$ cat config.mk
export PLATFORM = sky130hd
export DESIGN_NAME = universal_shift_storage_register
export DESIGN_NICKNAME = d
export VERILOG_FILES = /design/src/logic/shreg_pkg.sv /design/src/logic/universal_shift_storage_register.sv
export SDC_FILE = /design/constraint.sdc
export NUM_CORES = 1
export LEC_CHECK = 0
export BUFFER_PORTS_ARGS = -buffer_cell sky130_fd_sc_hd__buf_4
export CORE_MARGIN = 8
export CORE_UTILIZATION = 45
export CTS_CLUSTER_DIAMETER = 60
export DETAILED_ROUTE_END_ITERATION = 10
export PLACE_DENSITY = 0.65
export SETUP_SLACK_MARGIN = 0.1
export SLEW_MARGIN = 30
export SYNTH_ARGS = -nofsm -noshare
export SYNTH_HDL_FRONTEND = slang
export SYNTH_SLANG_ARGS = --single-unit
$ cat constraint.sdc
create_clock -name i_clk -period 2.85 [get_ports i_clk]
set_input_delay 0.57 -clock i_clk [delete_from_list [all_inputs] [get_ports i_clk]]
set_output_delay 0.57 -clock i_clk [all_outputs]
set_load 0.01 [all_outputs]
$ cat src/logic/shreg_pkg.sv
// Shared constants, register map and types for the universal shift/storage register.
// Assumes a single 40 MHz clock domain and an AXI4-Lite register master.
package shreg_pkg;
  localparam int DATA_W     = 8;
  localparam int FIFO_DEPTH = 32;
  localparam int AXI_ADDR_W = 8;

  localparam logic [AXI_ADDR_W-1:0] CTRL_OFFSET    = 8'h00;
  localparam logic [AXI_ADDR_W-1:0] STATUS_OFFSET  = 8'h04;
  localparam logic [AXI_ADDR_W-1:0] CAPTURE_OFFSET = 8'h08;

  localparam int CAPTURE_EN_BIT = 0;
  localparam int OVERFLOW_BIT   = 18;

  localparam logic [DATA_W-1:0] STATE_RESET      = 8'h00;
  localparam logic              CAPTURE_EN_RESET = 1'h0;

  localparam logic [1:0] RESP_OKAY   = 2'h0;
  localparam logic [1:0] RESP_SLVERR = 2'h2;

  typedef enum logic [3:0] {
    MODE_HOLD  = 4'b0001,
    MODE_SHR   = 4'b0010,
    MODE_SHL   = 4'b0100,
    MODE_LOAD  = 4'b1000
  } mode_t;

  typedef struct packed {
    logic [12:0]       rsvd;
    logic              overflow;
    logic              full;
    logic              empty;
    logic [7:0]        fill;
    logic [DATA_W-1:0] state;
  } status_t;

  typedef struct packed {
    logic [22:0]       rsvd;
    logic              valid;
    logic [DATA_W-1:0] data;
  } capture_t;
endpackage

$ cat src/logic/universal_shift_storage_register.sv
// Eight-bit universal shift/storage register with shared parallel pins,
// a capture FIFO of register snapshots and an AXI4-Lite register slave.
// Assumes the pin-side logic runs on i_clk, so pins are sampled directly.
// Overview of operation
// - Eight state bits change only on rising edges
// - Low clear overrides selects, zeroes all bits
// - Both selects high: load bits from pins
// - Select low-only high: shift up, serial into bit0
// - Select high-only high: shift down, serial into bit7
// - Pins driven only when both enables low
// - Operations continue while pin drivers disabled
// - Pin drivers released during parallel load mode
// - Bit zero and seven always on serial outputs
`timescale 1ns/1ps

module capture_fifo #(
  parameter int WIDTH = 8,
  parameter int DEPTH = 32
) (
  input  wire logic                     i_clk,
  input  wire logic                     i_rst_n,
  input  wire logic                     i_in_valid,
  output logic                          o_in_ready,
  input  wire logic [WIDTH-1:0]         i_in_data,
  output logic                          o_out_valid,
  input  wire logic                     i_out_ready,
  output logic [WIDTH-1:0]              o_out_data,
  output logic [$clog2(DEPTH):0]        o_level
);
  localparam int AW = $clog2(DEPTH);

  logic [WIDTH-1:0] mem      [DEPTH];
  logic [WIDTH-1:0] next_mem [DEPTH];
  logic [AW-1:0]    wr_ptr, next_wr_ptr;
  logic [AW-1:0]    rd_ptr, next_rd_ptr;
  logic [AW:0]      count,  next_count;
  logic             push, pop;

  assign o_in_ready  = (count != (AW+1)'(DEPTH));
  assign o_out_valid = (count != '0);
  assign o_out_data  = mem[rd_ptr];
  assign o_level     = count;
  assign push        = i_in_valid && o_in_ready;
  assign pop         = o_out_valid && i_out_ready;

  always_comb begin
    next_mem    = mem;
    next_wr_ptr = wr_ptr;
    next_rd_ptr = rd_ptr;
    next_count  = count;
    if (push) begin
      next_mem[wr_ptr] = i_in_data;
      next_wr_ptr      = wr_ptr + 1'b1;
    end
    if (pop) begin
      next_rd_ptr = rd_ptr + 1'b1;
    end
    if (push && !pop) begin
      next_count = count + 1'b1;
    end else if (pop && !push) begin
      next_count = count - 1'b1;
    end
  end

  // Storage needs no reset; pointers and count define what is valid
  always_ff @(posedge i_clk) begin
    mem <= next_mem;
    if (!i_rst_n) begin
      wr_ptr <= '0;
      rd_ptr <= '0;
      count  <= '0;
    end else begin
      wr_ptr <= next_wr_ptr;
      rd_ptr <= next_rd_ptr;
      count  <= next_count;
    end
  end
endmodule

module universal_shift_storage_register
  import shreg_pkg::*;
(
  input  wire logic                  i_clk,
  input  wire logic                  i_rst_n,
  input  wire logic                  i_right_shift_serial_in,
  input  wire logic                  i_left_shift_serial_in,
  input  wire logic                  i_mode_select_low,
  input  wire logic                  i_mode_select_high,
  input  wire logic                  i_sync_clear_n,
  input  wire logic                  i_output_enable_a_n,
  input  wire logic                  i_output_enable_b_n,
  input  wire logic [DATA_W-1:0]     i_shared_parallel_pins,
  output logic      [DATA_W-1:0]     o_shared_parallel_pins,
  output logic      [DATA_W-1:0]     o_shared_parallel_pins_oe_n,
  output logic                       o_low_end_serial_out,
  output logic                       o_high_end_serial_out,
  output logic                       o_capture_ready,
  input  wire logic                  i_awvalid,
  output logic                       o_awready,
  input  wire logic [AXI_ADDR_W-1:0] i_awaddr,
  input  wire logic                  i_wvalid,
  output logic                       o_wready,
  input  wire logic [31:0]           i_wdata,
  input  wire logic [3:0]            i_wstrb,
  output logic                       o_bvalid,
  input  wire logic                  i_bready,
  output logic      [1:0]            o_bresp,
  input  wire logic                  i_arvalid,
  output logic                       o_arready,
  input  wire logic [AXI_ADDR_W-1:0] i_araddr,
  output logic                       o_rvalid,
  input  wire logic                  i_rready,
  output logic      [31:0]           o_rdata,
  output logic      [1:0]            o_rresp
);
  // One-hot select: bit0 control, bit1 status, bit2 capture
  function automatic logic [2:0] reg_sel(input logic [AXI_ADDR_W-1:0] addr);
    reg_sel = {addr == CAPTURE_OFFSET, addr == STATUS_OFFSET, addr == CTRL_OFFSET};
  endfunction

  function automatic mode_t decode_mode(input logic sel_high, input logic sel_low);
    case ({sel_high, sel_low})
      2'b01:   decode_mode = MODE_SHR;
      2'b10:   decode_mode = MODE_SHL;
      2'b11:   decode_mode = MODE_LOAD;
      default: decode_mode = MODE_HOLD;
    endcase
  endfunction

  mode_t             mode;
  logic [DATA_W-1:0] state,  next_state;
  logic [DATA_W-1:0] shr_val, shl_val;
  logic              capture_en, next_capture_en;
  logic              overflow,   next_overflow;
  logic              push_valid, push_lost;
  logic              fifo_out_valid, fifo_pop;
  logic [DATA_W-1:0] fifo_out_data;
  logic [5:0]        fifo_level;
  logic              aw_full, next_aw_full, w_full, next_w_full;
  logic [AXI_ADDR_W-1:0] aw_addr, next_aw_addr;
  logic [31:0]       w_data, next_w_data;
  logic [3:0]        w_strb, next_w_strb;
  logic              bvalid, next_bvalid, rvalid, next_rvalid;
  logic [1:0]        bresp, next_bresp, rresp, next_rresp;
  logic [31:0]       rdata, next_rdata;
  logic              do_write, ar_take, ovf_clear;
  logic [2:0]        wsel, rsel;
  status_t           status;
  capture_t          capture;

  assign mode    = decode_mode(i_mode_select_high, i_mode_select_low);
  assign shr_val = {state[DATA_W-2:0], i_right_shift_serial_in};
  assign shl_val = {i_left_shift_serial_in, state[DATA_W-1:1]};

  // Enables act on the pins only; the state path below never looks at them
  always_comb begin
    next_state = state;
    if (!i_sync_clear_n) begin
      next_state = STATE_RESET;
    end else begin
      case (mode)
        MODE_LOAD: next_state = i_shared_parallel_pins;
        MODE_SHR:  next_state = shr_val;
        MODE_SHL:  next_state = shl_val;
        MODE_HOLD: next_state = state;
        default:   next_state = state;
      endcase
    end
  end

  always_ff @(posedge i_clk) begin
    if (!i_rst_n) begin
      state <= STATE_RESET;
    end else begin
      state <= next_state;
    end
  end

  assign o_shared_parallel_pins      = state;
  assign o_shared_parallel_pins_oe_n = {DATA_W{i_output_enable_a_n | i_output_enable_b_n | (mode == MODE_LOAD)}};
  assign o_low_end_serial_out        = state[0];
  assign o_high_end_serial_out       = state[DATA_W-1];

  // Snapshot every edge that may change the state; a full FIFO drops it and flags overflow
  assign push_valid = capture_en && (!i_sync_clear_n || mode != MODE_HOLD);
  assign push_lost  = push_valid && !o_capture_ready;

  capture_fifo #(
    .WIDTH (DATA_W),
    .DEPTH (FIFO_DEPTH)
  ) u_fifo (
    .i_clk       (i_clk),
    .i_rst_n     (i_rst_n),
    .i_in_valid  (push_valid),
    .o_in_ready  (o_capture_ready),
    .i_in_data   (next_state),
    .o_out_valid (fifo_out_valid),
    .i_out_ready (fifo_pop),
    .o_out_data  (fifo_out_data),
    .o_level     (fifo_level)
  );

  // AXI4-Lite slave, one write and one read outstanding
  assign o_awready = !aw_full && !bvalid;
  assign o_wready  = !w_full && !bvalid;
  assign o_arready = !rvalid;
  assign o_bvalid  = bvalid;
  assign o_bresp   = bresp;
  assign o_rvalid  = rvalid;
  assign o_rdata   = rdata;
  assign o_rresp   = rresp;
  assign do_write  = aw_full && w_full && !bvalid;
  assign ar_take   = i_arvalid && o_arready;
  assign wsel      = reg_sel(aw_addr);
  assign rsel      = reg_sel(i_araddr);
  assign fifo_pop  = ar_take && rsel[2];
  assign ovf_clear = do_write && wsel[1] && w_strb[2] && w_data[OVERFLOW_BIT];

  always_comb begin
    status          = '0;
    status.state    = state;
    status.fill     = {2'h0, fifo_level};
    status.empty    = !fifo_out_valid;
    status.full     = !o_capture_ready;
    status.overflow = overflow;
    capture         = '0;
    capture.valid   = fifo_out_valid;
    capture.data    = fifo_out_data;
  end

  always_comb begin
    next_aw_full    = aw_full;
    next_aw_addr    = aw_addr;
    next_w_full     = w_full;
    next_w_data     = w_data;
    next_w_strb     = w_strb;
    next_bvalid     = bvalid;
    next_bresp      = bresp;
    next_rvalid     = rvalid;
    next_rresp      = rresp;
    next_rdata      = rdata;
    next_capture_en = capture_en;
    // Set wins over a simultaneous software clear
    next_overflow   = push_lost || (overflow && !ovf_clear);
    if (i_awvalid && o_awready) begin
      next_aw_full = 1'b1;
      next_aw_addr = i_awaddr;
    end
    if (i_wvalid && o_wready) begin
      next_w_full = 1'b1;
      next_w_data = i_wdata;
      next_w_strb = i_wstrb;
    end
    if (bvalid && i_bready) begin
      next_bvalid = 1'b0;
    end
    if (do_write) begin
      next_aw_full = 1'b0;
      next_w_full  = 1'b0;
      next_bvalid  = 1'b1;
      next_bresp   = (wsel[0] || wsel[1]) ? RESP_OKAY : RESP_SLVERR;
      if (wsel[0] && w_strb[0]) begin
        next_capture_en = w_data[CAPTURE_EN_BIT];
      end
    end
    if (rvalid && i_rready) begin
      next_rvalid = 1'b0;
    end
    if (ar_take) begin
      next_rvalid = 1'b1;
      next_rresp  = (rsel != 3'h0) ? RESP_OKAY : RESP_SLVERR;
      case (rsel)
        3'b001:  next_rdata = {31'h0, capture_en};
        3'b010:  next_rdata = status;
        3'b100:  next_rdata = capture;
        default: next_rdata = 32'h0;
      endcase
    end
  end

  always_ff @(posedge i_clk) begin
    if (!i_rst_n) begin
      aw_full    <= 1'b0;
      aw_addr    <= '0;
      w_full     <= 1'b0;
      w_data     <= 32'h0;
      w_strb     <= 4'h0;
      bvalid     <= 1'b0;
      bresp      <= RESP_OKAY;
      rvalid     <= 1'b0;
      rresp      <= RESP_OKAY;
      rdata      <= 32'h0;
      capture_en <= CAPTURE_EN_RESET;
      overflow   <= 1'b0;
    end else begin
      aw_full    <= next_aw_full;
      aw_addr    <= next_aw_addr;
      w_full     <= next_w_full;
      w_data     <= next_w_data;
      w_strb     <= next_w_strb;
      bvalid     <= next_bvalid;
      bresp      <= next_bresp;
      rvalid     <= next_rvalid;
      rresp      <= next_rresp;
      rdata      <= next_rdata;
      capture_en <= next_capture_en;
      overflow   <= next_overflow;
    end
  end
endmodule

==> key figures, run 1 <==
Pwr
  – Leakage: around 5.2 nW
  – Clock power share: 0.452
  – Internal power: 7.73 mW
  – Pwr Density: 634 nW/um^2
  – VDD IR max: approximately 0.00034 V
  – Sw Share: 0.200
  – Sequential share of power: 0.519
  – Net Sw Power: about 1.9 mW
  – Combinational power share: 0.028

Logic synthesis
  – Synthesized area: 12900 um^2
  – Syn. warnings: 0
  – Fraction of registers with async set/reset: 0
  – Yosys top cell by area: edfxtp_1
  – Synth area leaders: edfxtp_1, mux4_2, dfxtp_1
  – Synth Register Bits: about 320
  – Synth Flop Type: edfxtp_1
  – Synth Area per Inst: 15.7 um^2
  – Sequential share of the synthesized area: 0.688
  – Area share of the largest cell type after synthesis: 0.594
  – Post-synth EDFFs: 256
  – Mapped Cells: 823
  – Synth cell types: 54

Worst setup path
  – WP data required: between 3000 and 4000 ps
  – Slowest-stage cell, CP: or4_4
  – Worst-path fanout max: 5
  – Crit-path cells: or4_4 -> nor3_4 -> nand4b_1 -> ha_4 -> inv_4 -> ha_4 -> nor2b_1 -> o21a_1 -> o21a_1 -> o31ai_1 -> and2_1
  – Crit path max-delay family: simple AND/OR/NAND/NOR gates
  – Setup Crit Path Kind: reg -> reg
  – Crit path DAT: roughly 3100 ps
  – RR Startpoint: u_fifo.o_level[1]$_SDFFE_PN0P_
  – Critical path origin: u_fifo.o_level[1]$_SDFFE_PN0P_
  – CP startpoint kind: register
  – CP Buf/Inv Count: 1
  – Worst setup EP type: register
  – Slowest stage delay, CP: around 550 ps

Routing
  – Drt total wl: 29200 um
  – Final ANT Viol Nets: 0
  – DR iter-0 viols: between 600 and 700
  – Avg WL per Cell: 21.8 um
  – DR vias: 7413
  – Post-DR vias/cell: roughly 5.5
  – DRT Pass-1 Iters: 5
  – Drt drc: 0

STA
  – Setup skew after layout: 30.3 ps
  – Fin. max-slew vios: 0
  – RSZ-0062 raised after global routing: false
  – Final setup fails: 0
  – Slew HR: 0.404
  – Tmin final: 2680 ps
  – Fin crit share: 0.941
  – Max Clock Freq: 0.373 GHz
  – Fin Setup TNS: 0 ps
  – Slew @ Worst Pin: 891 ps
  – Final Hold Viols: 0

Status
  – Outcome: finished clean

Floorplanning
  – CORE AREA: 28500 um^2
  – Die Wd: 186 um
  – Std-Cell Rows: 62
  – Height of the die: 186 um
  – Die Area: between 30000 and 40000 um^2
  – Top Ports: 134
  – Initial Util: 0.453

Finish
  – Layout cell share with drive strength beyond 1: 0.261
  – Antenna cells: 0
  – Fill count: 2307
  – Layout Utilization: 0.534
  – Net count, final: between 1000 and 1500
  – Synth-to-Final Area Change: 17.8%

Clock tree
  – H-Tree Depth: 2
  – Clk sinks: about 320
  – CTS root buf: clkbuf_16
  – Longest Clk Path Bufs: 3
  – CTS tree: built
  – Total CTS buffers: 35
  – Clock transition at path regs: 60 ps
  – Clock Latency Late Sink: 530 ps

GRT
  – First-pass GRT wire length: roughly 44000 um
  – Initial antenna violation count: 0
  – Vias in the first global route: around 7300
  – Total grt overflow: 0
  – Largest net degree at the start of global routing: 33
  – Gr usage total: 0.170

Job
  – MaxCap Viol Count: 0

Placement
  – Detailed placer's ending HPWL: roughly 19000 um
  – I/O Buffers: 84
  – Gpl congestion: 0.803

Min path
  – Hold/Removal Path Class: in -> reg
  – Hold path start: i_wdata[0]
state kept, by name (all words and copies together) (netlist names):
signal / flops
aw_addr: 8
w_strb: 2
o_rdata: 17
aw_full: 1
w_full: 1
o_bresp: 1
o_rvalid: 1
overflow: 1
w_data: 2
u_fifo.wr_ptr: 5
o_bvalid: 1
u_fifo.rd_ptr: 5
capture_en: 1
u_fifo.mem: 256
o_rresp: 1
u_fifo.o_level: 6
o_shared_parallel_pins: 8
power groups by stage:
stage	Sequential [mW]	Clock, mW	Combinational, mW
2_1_floorplan	5.12	0	0.159
3_3_place_gp	5.12	0	0.270
3_5_place_dp	5.12	0	0.276
4_1_cts	5.02	4.45	0.277
5_1_grt	5.02	4.63	0.302
6_report	5.02	4.38	0.275
synth_stat cells, drive strengths merged (10+ instances only):
cell type / number
clkbuf: 25
ha: 10
a21oi: 48
edfxtp: 256
and2: 12
nand2: 54
nor2: 64
dfxtp: 61
mux4: 56
mux2i: 41
buf: 45
inv: 10
a22oi: 15
and3: 15
logic make-up after synthesis:
| family | count (synthesis) | share of synthesized area |
|---|---|---|
| flops | 317 | 0.688 |
| simple gates | 193 | 0.0738 |
| compound gates | 114 | 0.0569 |
| mux | 97 | 0.129 |
| buf+inv | 81 | 0.0343 |
| fa+ha+maj | 11 | 0.0112 |
| xor+xnor | 9 | 0.00609 |
| other cells | 1 | 0.000290 |
what timing repair did:
item | CTS | global route
resized for setup | 0 | 5
buffers inserted | 0 | 3
endpoints found under the setup margin | 0 | 2
hold buffers | 0 | 0
endpoints found under the hold margin | 0 | 0
worst reg2reg max path, stage by stage (launching register included):
cell and delay, ps:
dfxtp_1 370, or4_4 550, nor3_4 200, nand4b_1 200, ha_4 200, inv_4 60, ha_4 220, nor2b_1 150
o21a_1 180, o21a_1 170, o31ai_1 170, and2_1 150
area by class of cell:
| type | count | area [um^2] | share of cell area |
|---|---|---|---|
| clock buffers | 44 | 941 | 0.0617 |
| clock inverters | 18 | 176 | 0.0116 |
| inverters | 11 | 43.8 | 0.00287 |
| multi-input cells | 441 | 3720 | 0.244 |
| flip-flops and latches | 317 | 8920 | 0.585 |
| well taps | 384 | 480 | 0.0315 |
| repair buffers | 124 | 968 | 0.0635 |
per-stage QoR:
stage	hold slack [ps]	area [um^2]	setup WS, ps	power [mW]	cells
4_1_cts	302	15200	165	9.75	1336
5_1_grt	312	15200	72.7	9.96	1339
3_3_place_gp	440	14100	21.5	5.39	1274
6_report	311	15200	169	9.67	1339
2_1_floorplan	431	13000	115	5.28	839
3_5_place_dp	444	14100	15.9	5.39	1274
path summary, 6_finish.rpt:
check	endpoint	slack, ps	cells after the start
worst max register to register	u_fifo.o_level[4]$_SDFFE_PN0P_	170	11
worst max-delay path	u_fifo.o_level[4]$_SDFFE_PN0P_	170	11
worst min register to register	aw_addr[3]$_SDFFE_PN0P_	450	2
worst min-delay path	w_data[0]$_SDFFE_PN0P_	310	3
layer usage:
metal	up-vias	global-route usage	routed length, um	share of wire
met5	-	0	0	0
met4	0	0.0559	782	0.027
met3	64	0.0346	2510	0.086
met2	311	0.272	13600	0.46
met1	3676	0.231	12400	0.42
li1	3362	-	-	-
cell usage in the layout (no fill, tap or decap), drive strengths merged, types with 2 or more instances in the layout:
cell	netlist	layout
xnor2	6	6
nand2	54	54
nand4b	2	2
o221ai	8	8
conb	1	17
and2	12	12
o22ai	8	8
clkinv	1	15
and3	15	15
nor4b	2	2
mux4	56	56
nor3	6	6
ha	10	10
buf	45	124
inv	10	11
or3	2	2
edfxtp	256	256
o21ai	5	5
clkbuf	25	44
nor4	3	3
a211o	2	2
nand4	5	5
o21a	5	5
bufinv	0	3
a21oi	48	48
a211oi	9	9
nand3b	5	5
dfxtp	61	61
nand3	5	5
nor2b	8	8
nor2	64	64
mux2i	41	41
or4	2	2
nand2b	3	3
a31oi	2	2
o2bb2ai	7	7
or3b	2	2
a22oi	15	15
xor2	3	3
Note: power is estimated with default switching activity, not from simulation.
==> inputs of run 2 (changes only) <==
Settings changed: ABC_AREA set to 1.
==> run 2 against run 1 <==
Compared with the run above: worst setup slack better by 130 ps; first-iteration DRC count increased by 57%; final cell count is 45% higher; worst hold slack worse by 54 ps; wire length up 19%; clock skew decreased by 9.0 ps; via count is 36% higher; global-route usage up 1.6 points; critical path depth is 3 lower; die area up 7.3%; non-clock buffer count fell by 3; critical path type unchanged.
==> key figures, run 2 <==
Finish
  – Layout cell share with drive strength beyond 1: 0.129 (-0.132)
  – Biggest register: u_fifo.mem
  – Antenna cells: 0 (unchanged)
  – Commonest non-fill, non-tap cell in the layout: nand2_1
  – Commonest non-fill, non-tap cells in the layout: nand2_1, edfxtp_1, nand3_1
  – Net count, final: 1610 (+59%)
  – Synth-to-Final Area Change: 16.1%
  – Max reg flops: 256 (unchanged)
  – Cell area after layout: 16200 um^2 (+6.5%)

Routing
  – DR iter-0 viols: 949 (+57%)
  – Avg WL per Cell: 17.8 um (-18%)
  – DRT Pass-1 Iters: 5 (unchanged)
  – Final ANT Viol Nets: 0 (unchanged)
  – Post-DR vias/cell: 5.16 (-6.8%)
  – DR vias: 10000 (+36%)
  – Drt total wl: 34700 um (+19%)
  – Drt drc: 0 (unchanged)

GRT
  – Total grt overflow: 0 (unchanged)
  – Initial antenna violation count: 0 (unchanged)
  – Gr usage total: 0.186 (+0.0163)
  – Largest net degree at the start of global routing: 82 (+150%)
  – First-pass GRT wire length: 53800 um (+22%)
  – Vias in the first global route: 9785 (+34%)

Worst setup path
  – Worst reg2reg path depth: 8 (-3)
  – Setup Crit Path Kind: reg -> reg
  – WP data required: 2990 ps (-310 ps)
  – Reg-to-reg endpoint: u_fifo.mem[63]$_DFFE_PP_
  – CP startpoint kind: register
  – Crit path DAT: 2690 ps (-440 ps)
  – RR Startpoint: u_fifo.o_level[1]$_SDFFE_PN0P_
  – Worst-path fanout max: 8 (+3)
  – Worst setup EP type: register
  – Worst R2R Setup Slack: 300 ps (+130 ps)

STA
  – Final setup fails: 0 (unchanged)
  – Fin. max-slew vios: 0 (unchanged)
  – Fin crit share: 0.896 (-0.0443)
  – Slew @ Worst Pin: 811 ps (-80.1 ps)
  – Slew HR: 0.457 (+0.0536)
  – Max Clock Freq: 0.391 GHz (+4.9%)
  – Tmin final: 2550 ps (-126 ps)
  – Setup skew after layout: 21.3 ps (-8.99 ps)
  – Final Hold Viols: 0 (unchanged)
  – RSZ-0062 raised after global routing: false

Floorplanning
  – Initial Util: 0.457 (+0.00368)
  – Std-Cell Rows: 64 (+3.2%)
  – Die Area: 37000 um^2 (+7.3%)
  – Top Ports: 134 (unchanged)
  – CORE AREA: 30600 um^2 (+7.2%)
  – Height of the die: 192 um (+3.6%)
  – Die Wd: 192 um (+3.6%)

Logic synthesis
  – Top-count cell post-synth: nand2_1
  – Fraction of registers with async set/reset: 0 (unchanged)
  – Synth Register Bits: 317 (unchanged)
  – Sequential share of the synthesized area: 0.637 (-0.0511)
  – Syn. warnings: 0 (unchanged)
  – Synth area leaders: edfxtp_1, nand2_1, dfxtp_1
  – Post-synth EDFFs: 256 (unchanged)
  – Mapped Cells: 1440 (+75%)
  – Synth cell types: 39 (-28%)
  – Synth Area per Inst: 9.71 um^2 (-38%)
  – Area share of the largest cell type after synthesis: 0.550 (-0.0441)
  – Synth Flop Type: edfxtp_1
  – Yosys top cell by area: edfxtp_1
  – Synth top cells by count: nand2_1, edfxtp_1, nand3_1
  – Synthesized area: 14000 um^2 (+8.0%)

Pwr
  – Combinational power share: 0.037 (+0.009)
  – Leakage: 6.58 nW (+27%)
  – Internal power: 7.91 mW (+2.3%)
  – Sequential share of power: 0.509 (-0.010)
  – Clock power share: 0.453 (about the same)
  – Net Sw Power: 2.02 mW (+4.3%)
  – Pwr Density: 612 nW/um^2 (-3.5%)
  – Sw Share: 0.204 (+0.00312)
  – VDD IR max: 0.000300 V (-13%)
  – Final Power: 9.93 mW (+2.7%)

Clock tree
  – Clock Latency Late Sink: 510 ps (-20 ps)
  – Clock transition at path regs: 60 ps (about the same)
  – Post-CTS Setup Bufs: 0 (unchanged)
  – # hold bufs at CTS: 0 (unchanged)
  – Total CTS buffers: 35 (unchanged)
  – CTS tree: built
  – H-Tree Depth: 2 (unchanged)
  – Longest Clk Path Bufs: 3 (unchanged)
  – Clk sinks: 317 (unchanged)
  – Post-CTS resize count: 0 (unchanged)
  – CTS root buf: clkbuf_16

Placement
  – Detailed placer's ending HPWL: 22300 um (+16%)
  – Placed cell areas: 15100 um^2 (+7.1%)
  – I/O Buffers: 84 (unchanged)
  – Gpl congestion: 0.890 (+11%)

Min path
  – Hold path start: i_bready
  – Hold/Removal Path Class: in -> reg
  – WHS Path Cells: 2 (-1)
  – Worst Hold End: o_bvalid$_SDFFE_PN0P_

Job
  – MaxCap Viol Count: 0 (unchanged)

Status
  – Outcome: finished clean
-- run 2: cell count changes in the layout (fill, tap and decap cells not counted), sizes merged, moves of 41 or more --
| cell | delta |
|---|---|
| nor2 | +51 |
| inv | +142 |
| nand2 | +372 |
| mux4 | -56 |
| nand3 | +169 |
| mux2i | -41 |
-- run 2: stage by stage --
step / setup TNS (ps) / util / hold slack, ps / instances / setup slack (ps)
global placement: 0 / 0.491 / 447 / 1883 / 36.5
global route: 0 / 0.531 / 253 / 1947 / 131
finish: 0 / 0.531 / 257 / 1947 / 296
CTS: 0 / 0.530 / 238 / 1947 / 272
detailed placement: -119 / 0.492 / 446 / 1884 / -79.3
floorplan: 0 / - / 429 / 1456 / 43.4
-- run 2: area by class of cell --
type,instances,area (um^2)
fillers,2668,14400
flip-flops and latches,317,8910
multi-input cells,893,4080
clock buffers,48,1010
repair buffers,121,991
inverters,157,592
well taps,396,495
clock inverters,15,153
-- run 2: kinds of logic (layout without fill, tap and decap cells) --
group / count (synthesis) / count (layout) / share of synthesized area
and+or+nand+nor: 748 / 748 / 0.223
DFF: 317 / 317 / 0.637
buffers and inverters: 246 / 341 / 0.0828
AOI/OAI and AO/OA: 112 / 112 / 0.0438
adders and majority gates: 11 / 11 / 0.0104
xor gates and xnor gates: 5 / 5 / 0.00313
other: 1 / 17 / 0.000268
-- run 2: how the worst max path moves through the flow --
stage / slack, ps / cells past startpoint / to / start
after floorplan: 40 / 16 / u_fifo.o_level[5]$_SDFFE_PN0P_ / i_araddr[1]
after global placement: 40 / 16 / u_fifo.o_level[4]$_SDFFE_PN0P_ / i_araddr[1]
after detailed placement: -80 / 16 / u_fifo.o_level[4]$_SDFFE_PN0P_ / i_araddr[1]
after CTS: 270 / 17 / u_fifo.o_level[4]$_SDFFE_PN0P_ / u_fifo.o_level[1]$_SDFFE_PN0P_
after global routing: 130 / 18 / u_fifo.o_level[5]$_SDFFE_PN0P_ / u_fifo.o_level[1]$_SDFFE_PN0P_
final: 300 / 8 / u_fifo.mem[63]$_DFFE_PP_ / u_fifo.o_level[1]$_SDFFE_PN0P_
-- run 2: layer usage --
| layer | vias to the layer above | routed length (um) | track usage |
|---|---|---|---|
| li1 | 4900 | - | - |
| met3 | 58 | 1960 | 0.0320 |
| met5 | - | 0 | 0 |
| met2 | 277 | 16800 | 0.302 |
| met1 | 4813 | 14900 | 0.251 |
| met4 | 0 | 1020 | 0.0646 |
-- run 2: power groups by stage --
| stage | combinational [mW] | sequential (mW) | clock (mW) |
|---|---|---|---|
| 2_1_floorplan | 0.197 | 5.16 | 0 |
| 3_3_place_gp | 0.356 | 5.16 | 0 |
| 3_5_place_dp | 0.371 | 5.16 | 0 |
| 4_1_cts | 0.372 | 5.06 | 4.58 |
| 5_1_grt | 0.405 | 5.06 | 4.77 |
| 6_report | 0.370 | 5.06 | 4.50 |
-- run 2: critical path, stage by stage, from the launching register on --
cell and delay [ps]:
dfxtp_1 410, inv_2 70, nand4_1 120, nor3_1 60, buf_4 160, nor2_2 140
buf_4 190, nand2_1 320, nor2_1 730
==> inputs of run 3 (changes only) <==
Settings changed: ABC_AREA 1 to not set, PLACE_DENSITY 0.65 to 0.63.
Clock period 2.85 ns to 2.6 ns, I/O delays scaled along.
==> run 3 against run 2 <==
Compared with the run above: utilization is 1.5 points higher; die area is 6.8% lower; sequential power is 8.7% higher; worst setup slack worse by 230 ps; maximum frequency is 0.70% higher; sequential cell count stayed put; critical path type unchanged.
==> key figures, run 3 (synthesis gave the netlist of run 1 again) <==
Status
  – Outcome: finished clean

Worst setup path
  – CP Buf/Inv Count: 1 (-2)
  – Reg-to-reg endpoint: u_fifo.o_level[5]$_SDFFE_PN0P_
  – Crit path DAT: 2930 ps (+240 ps)
  – Worst reg2reg path depth: 10 (+2)
  – Crit-path cells: or4_4 -> o311a_4 -> ha_4 -> inv_4 -> ha_4 -> a21o_1 -> a21oi_2 -> nand4b_1 -> nand4_1 -> mux2i_1
  – CP startpoint kind: register
  – Worst R2R Setup Slack: 60 ps (-230 ps)
  – Crit path max-delay family: simple AND/OR/NAND/NOR gates
  – Slowest stage delay, CP: 570 ps (-160 ps)
  – Cell mode on critical path: ha_4
  – Worst setup EP type: register
  – WP data required: 2990 ps (about the same)
  – RR Startpoint: u_fifo.o_level[2]$_SDFFE_PN0P_
  – Setup Crit Path Kind: reg -> reg
  – Worst-path fanout max: 3 (-5)
  – Slowest-stage cell, CP: or4_4

Clock tree
  – CTS root buf: clkbuf_16
  – Clock transition at path regs: 60 ps (about the same)
  – Clk sinks: 317 (unchanged)
  – # hold bufs at CTS: 0 (unchanged)
  – H-Tree Depth: 2 (unchanged)
  – Total CTS buffers: 35 (unchanged)
  – CTS tree: built
  – Clock Latency Late Sink: 510 ps (about the same)
  – Longest Clk Path Bufs: 3 (unchanged)

Pwr
  – Sequential share of power: 0.512 (+0.003)
  – Leakage: 5.40 nW (-18%)
  – Pwr Density: 690 nW/um^2 (+13%)
  – Final Power: 10.8 mW (+8.3%)
  – Combinational power share: 0.028 (-0.009)
  – Sw Share: 0.197 (-0.00626)
  – Net Sw Power: 2.12 mW (+4.9%)
  – Clock power share: 0.460 (+0.007)
  – VDD IR max: 0.000378 V (+26%)
  – Internal power: 8.63 mW (+9.1%)

Routing
  – DRT Pass-1 Iters: 9 (+4)
  – Drt total wl: 29300 um (-15%)
  – DR vias: 7463 (-26%)
  – DR iter-0 viols: 550 (-42%)
  – Final ANT Viol Nets: 0 (unchanged)
  – Avg WL per Cell: 21.4 um (+20%)
  – Drt drc: 0 (unchanged)
  – Post-DR vias/cell: 5.43 (+5.2%)

STA
  – Fin Setup TNS: 0 ps (unchanged)
  – Hold slack: 251 ps (-6.02 ps)
  – Slew @ Worst Pin: 856 ps (+44.8 ps)
  – Final setup fails: 0 (unchanged)
  – Fin. max-slew vios: 0 (unchanged)
  – Setup skew after layout: 10.2 ps (-11.0 ps)
  – Tmin final: 2540 ps (-17.6 ps)
  – Final Hold Viols: 0 (unchanged)
  – Setup WS post-layout: 63.2 ps (-232 ps)
  – Max Clock Freq: 0.394 GHz (+0.70%)
  – Slew HR: 0.427 (-0.0300)
  – Fin crit share: 0.976 (+0.0794)
  – RSZ-0062 raised after global routing: true

Placement
  – Placed cell areas: 14400 um^2 (-4.7%)
  – Gpl congestion: 0.800 (-10%)
  – I/O Buffers: 84 (unchanged)
  – Placed cells: 1311 (-30%)
  – Place WS: -251 ps (-171 ps)
  – Detailed placer's ending HPWL: 19400 um (-13%)

Min path
  – Hold/Removal Path Class: in -> reg
  – WHS Path Cells: 3 (+1)
  – Hold path start: i_wdata[18]
  – Worst Hold End: w_data[18]$_SDFFE_PN0P_

GRT
  – Largest net degree at the start of global routing: 33 (-60%)
  – First-pass GRT wire length: 44400 um (-17%)
  – Initial antenna violation count: 0 (unchanged)
  – Gr usage total: 0.171 (-0.0156)
  – Total grt overflow: 0 (unchanged)
  – Vias in the first global route: 7453 (-24%)

Finish
  – Biggest register: u_fifo.mem
  – Layout Utilization: 0.546 (+0.0154)
  – Layout cell share with drive strength beyond 1: 0.294 (+0.165)
  – Net count, final: 1050 (-35%)
  – Synth-to-Final Area Change: 20.4%
  – Antenna cells: 0 (unchanged)
  – Commonest non-fill, non-tap cells in the layout: edfxtp_1, buf_4, nor2_1
  – Commonest non-fill, non-tap cell in the layout: edfxtp_1
  – Cell area after layout: 15600 um^2 (-4.0%)
  – Max reg flops: 256 (unchanged)
  – Cell Count, Final, Fillers Out: 1374 (-29%)

Floorplanning
  – Std-Cell Rows: 62 (-3.1%)
  – Initial Util: 0.453 (-0.00368)
  – Die Wd: 186 um (-3.5%)
  – Top Ports: 134 (unchanged)
  – CORE AREA: 28500 um^2 (-6.7%)
  – Die Area: 34400 um^2 (-6.8%)
  – Height of the die: 186 um (-3.5%)

Job
  – MaxCap Viol Count: 0 (unchanged)
[run 3: worst max-delay path by stage]
stage                                   start                             end  slack [ps]  cells after the start
2_1_floorplan  u_fifo.o_level[4]$_SDFFE_PN0P_  u_fifo.o_level[4]$_SDFFE_PN0P_          30                     11
3_3_place_gp                      i_araddr[5]  u_fifo.o_level[4]$_SDFFE_PN0P_        -210                     11
3_5_place_dp                      i_araddr[5]  u_fifo.o_level[4]$_SDFFE_PN0P_        -250                     11
4_1_cts        u_fifo.o_level[2]$_SDFFE_PN0P_  u_fifo.o_level[5]$_SDFFE_PN0P_          30                     10
5_1_grt        u_fifo.o_level[2]$_SDFFE_PN0P_  u_fifo.o_level[5]$_SDFFE_PN0P_         -70                     11
6_report       u_fifo.o_level[2]$_SDFFE_PN0P_  u_fifo.o_level[5]$_SDFFE_PN0P_          60                     10
[run 3: repair_timing]
| item | CTS | global route |
|---|---|---|
| setup buffers | 1 | 0 |
| pin swaps | 4 | 2 |
| gates resized for setup | 8 | 3 |
| setup endpoints to repair | 3 | 4 |
[run 3: final cells by class]
cell class,instances,area [um^2]
clock buffer,45,966
multi-input combinational,441,3760
timing repair buffer,159,1230
tap,384,480
sequential,317,8920
inverter,11,43.8
clock inverter,17,189
fill,2312,13000
[run 3: tightest hold or removal path: stages]
cell and delay [ps]:
buf_4 80, mux2i_1 50, nor2_1 70
[run 3: layer usage]
metal,vias up,part of all wire,GRT usage
met5,-,0,0
met4,0,0.025,0.0584
met3,50,0.076,0.0332
met2,268,0.47,0.276
met1,3716,0.43,0.230
li1,3429,-,-
[run 3: power groups by stage]
stage,registers (mW),clock network (mW),logic (mW)
after floorplan,5.61,0,0.176
after global placement,5.61,0,0.299
after detailed placement,5.61,0,0.304
after CTS,5.50,5.04,0.305
after global routing,5.50,5.22,0.331
final,5.50,4.95,0.304
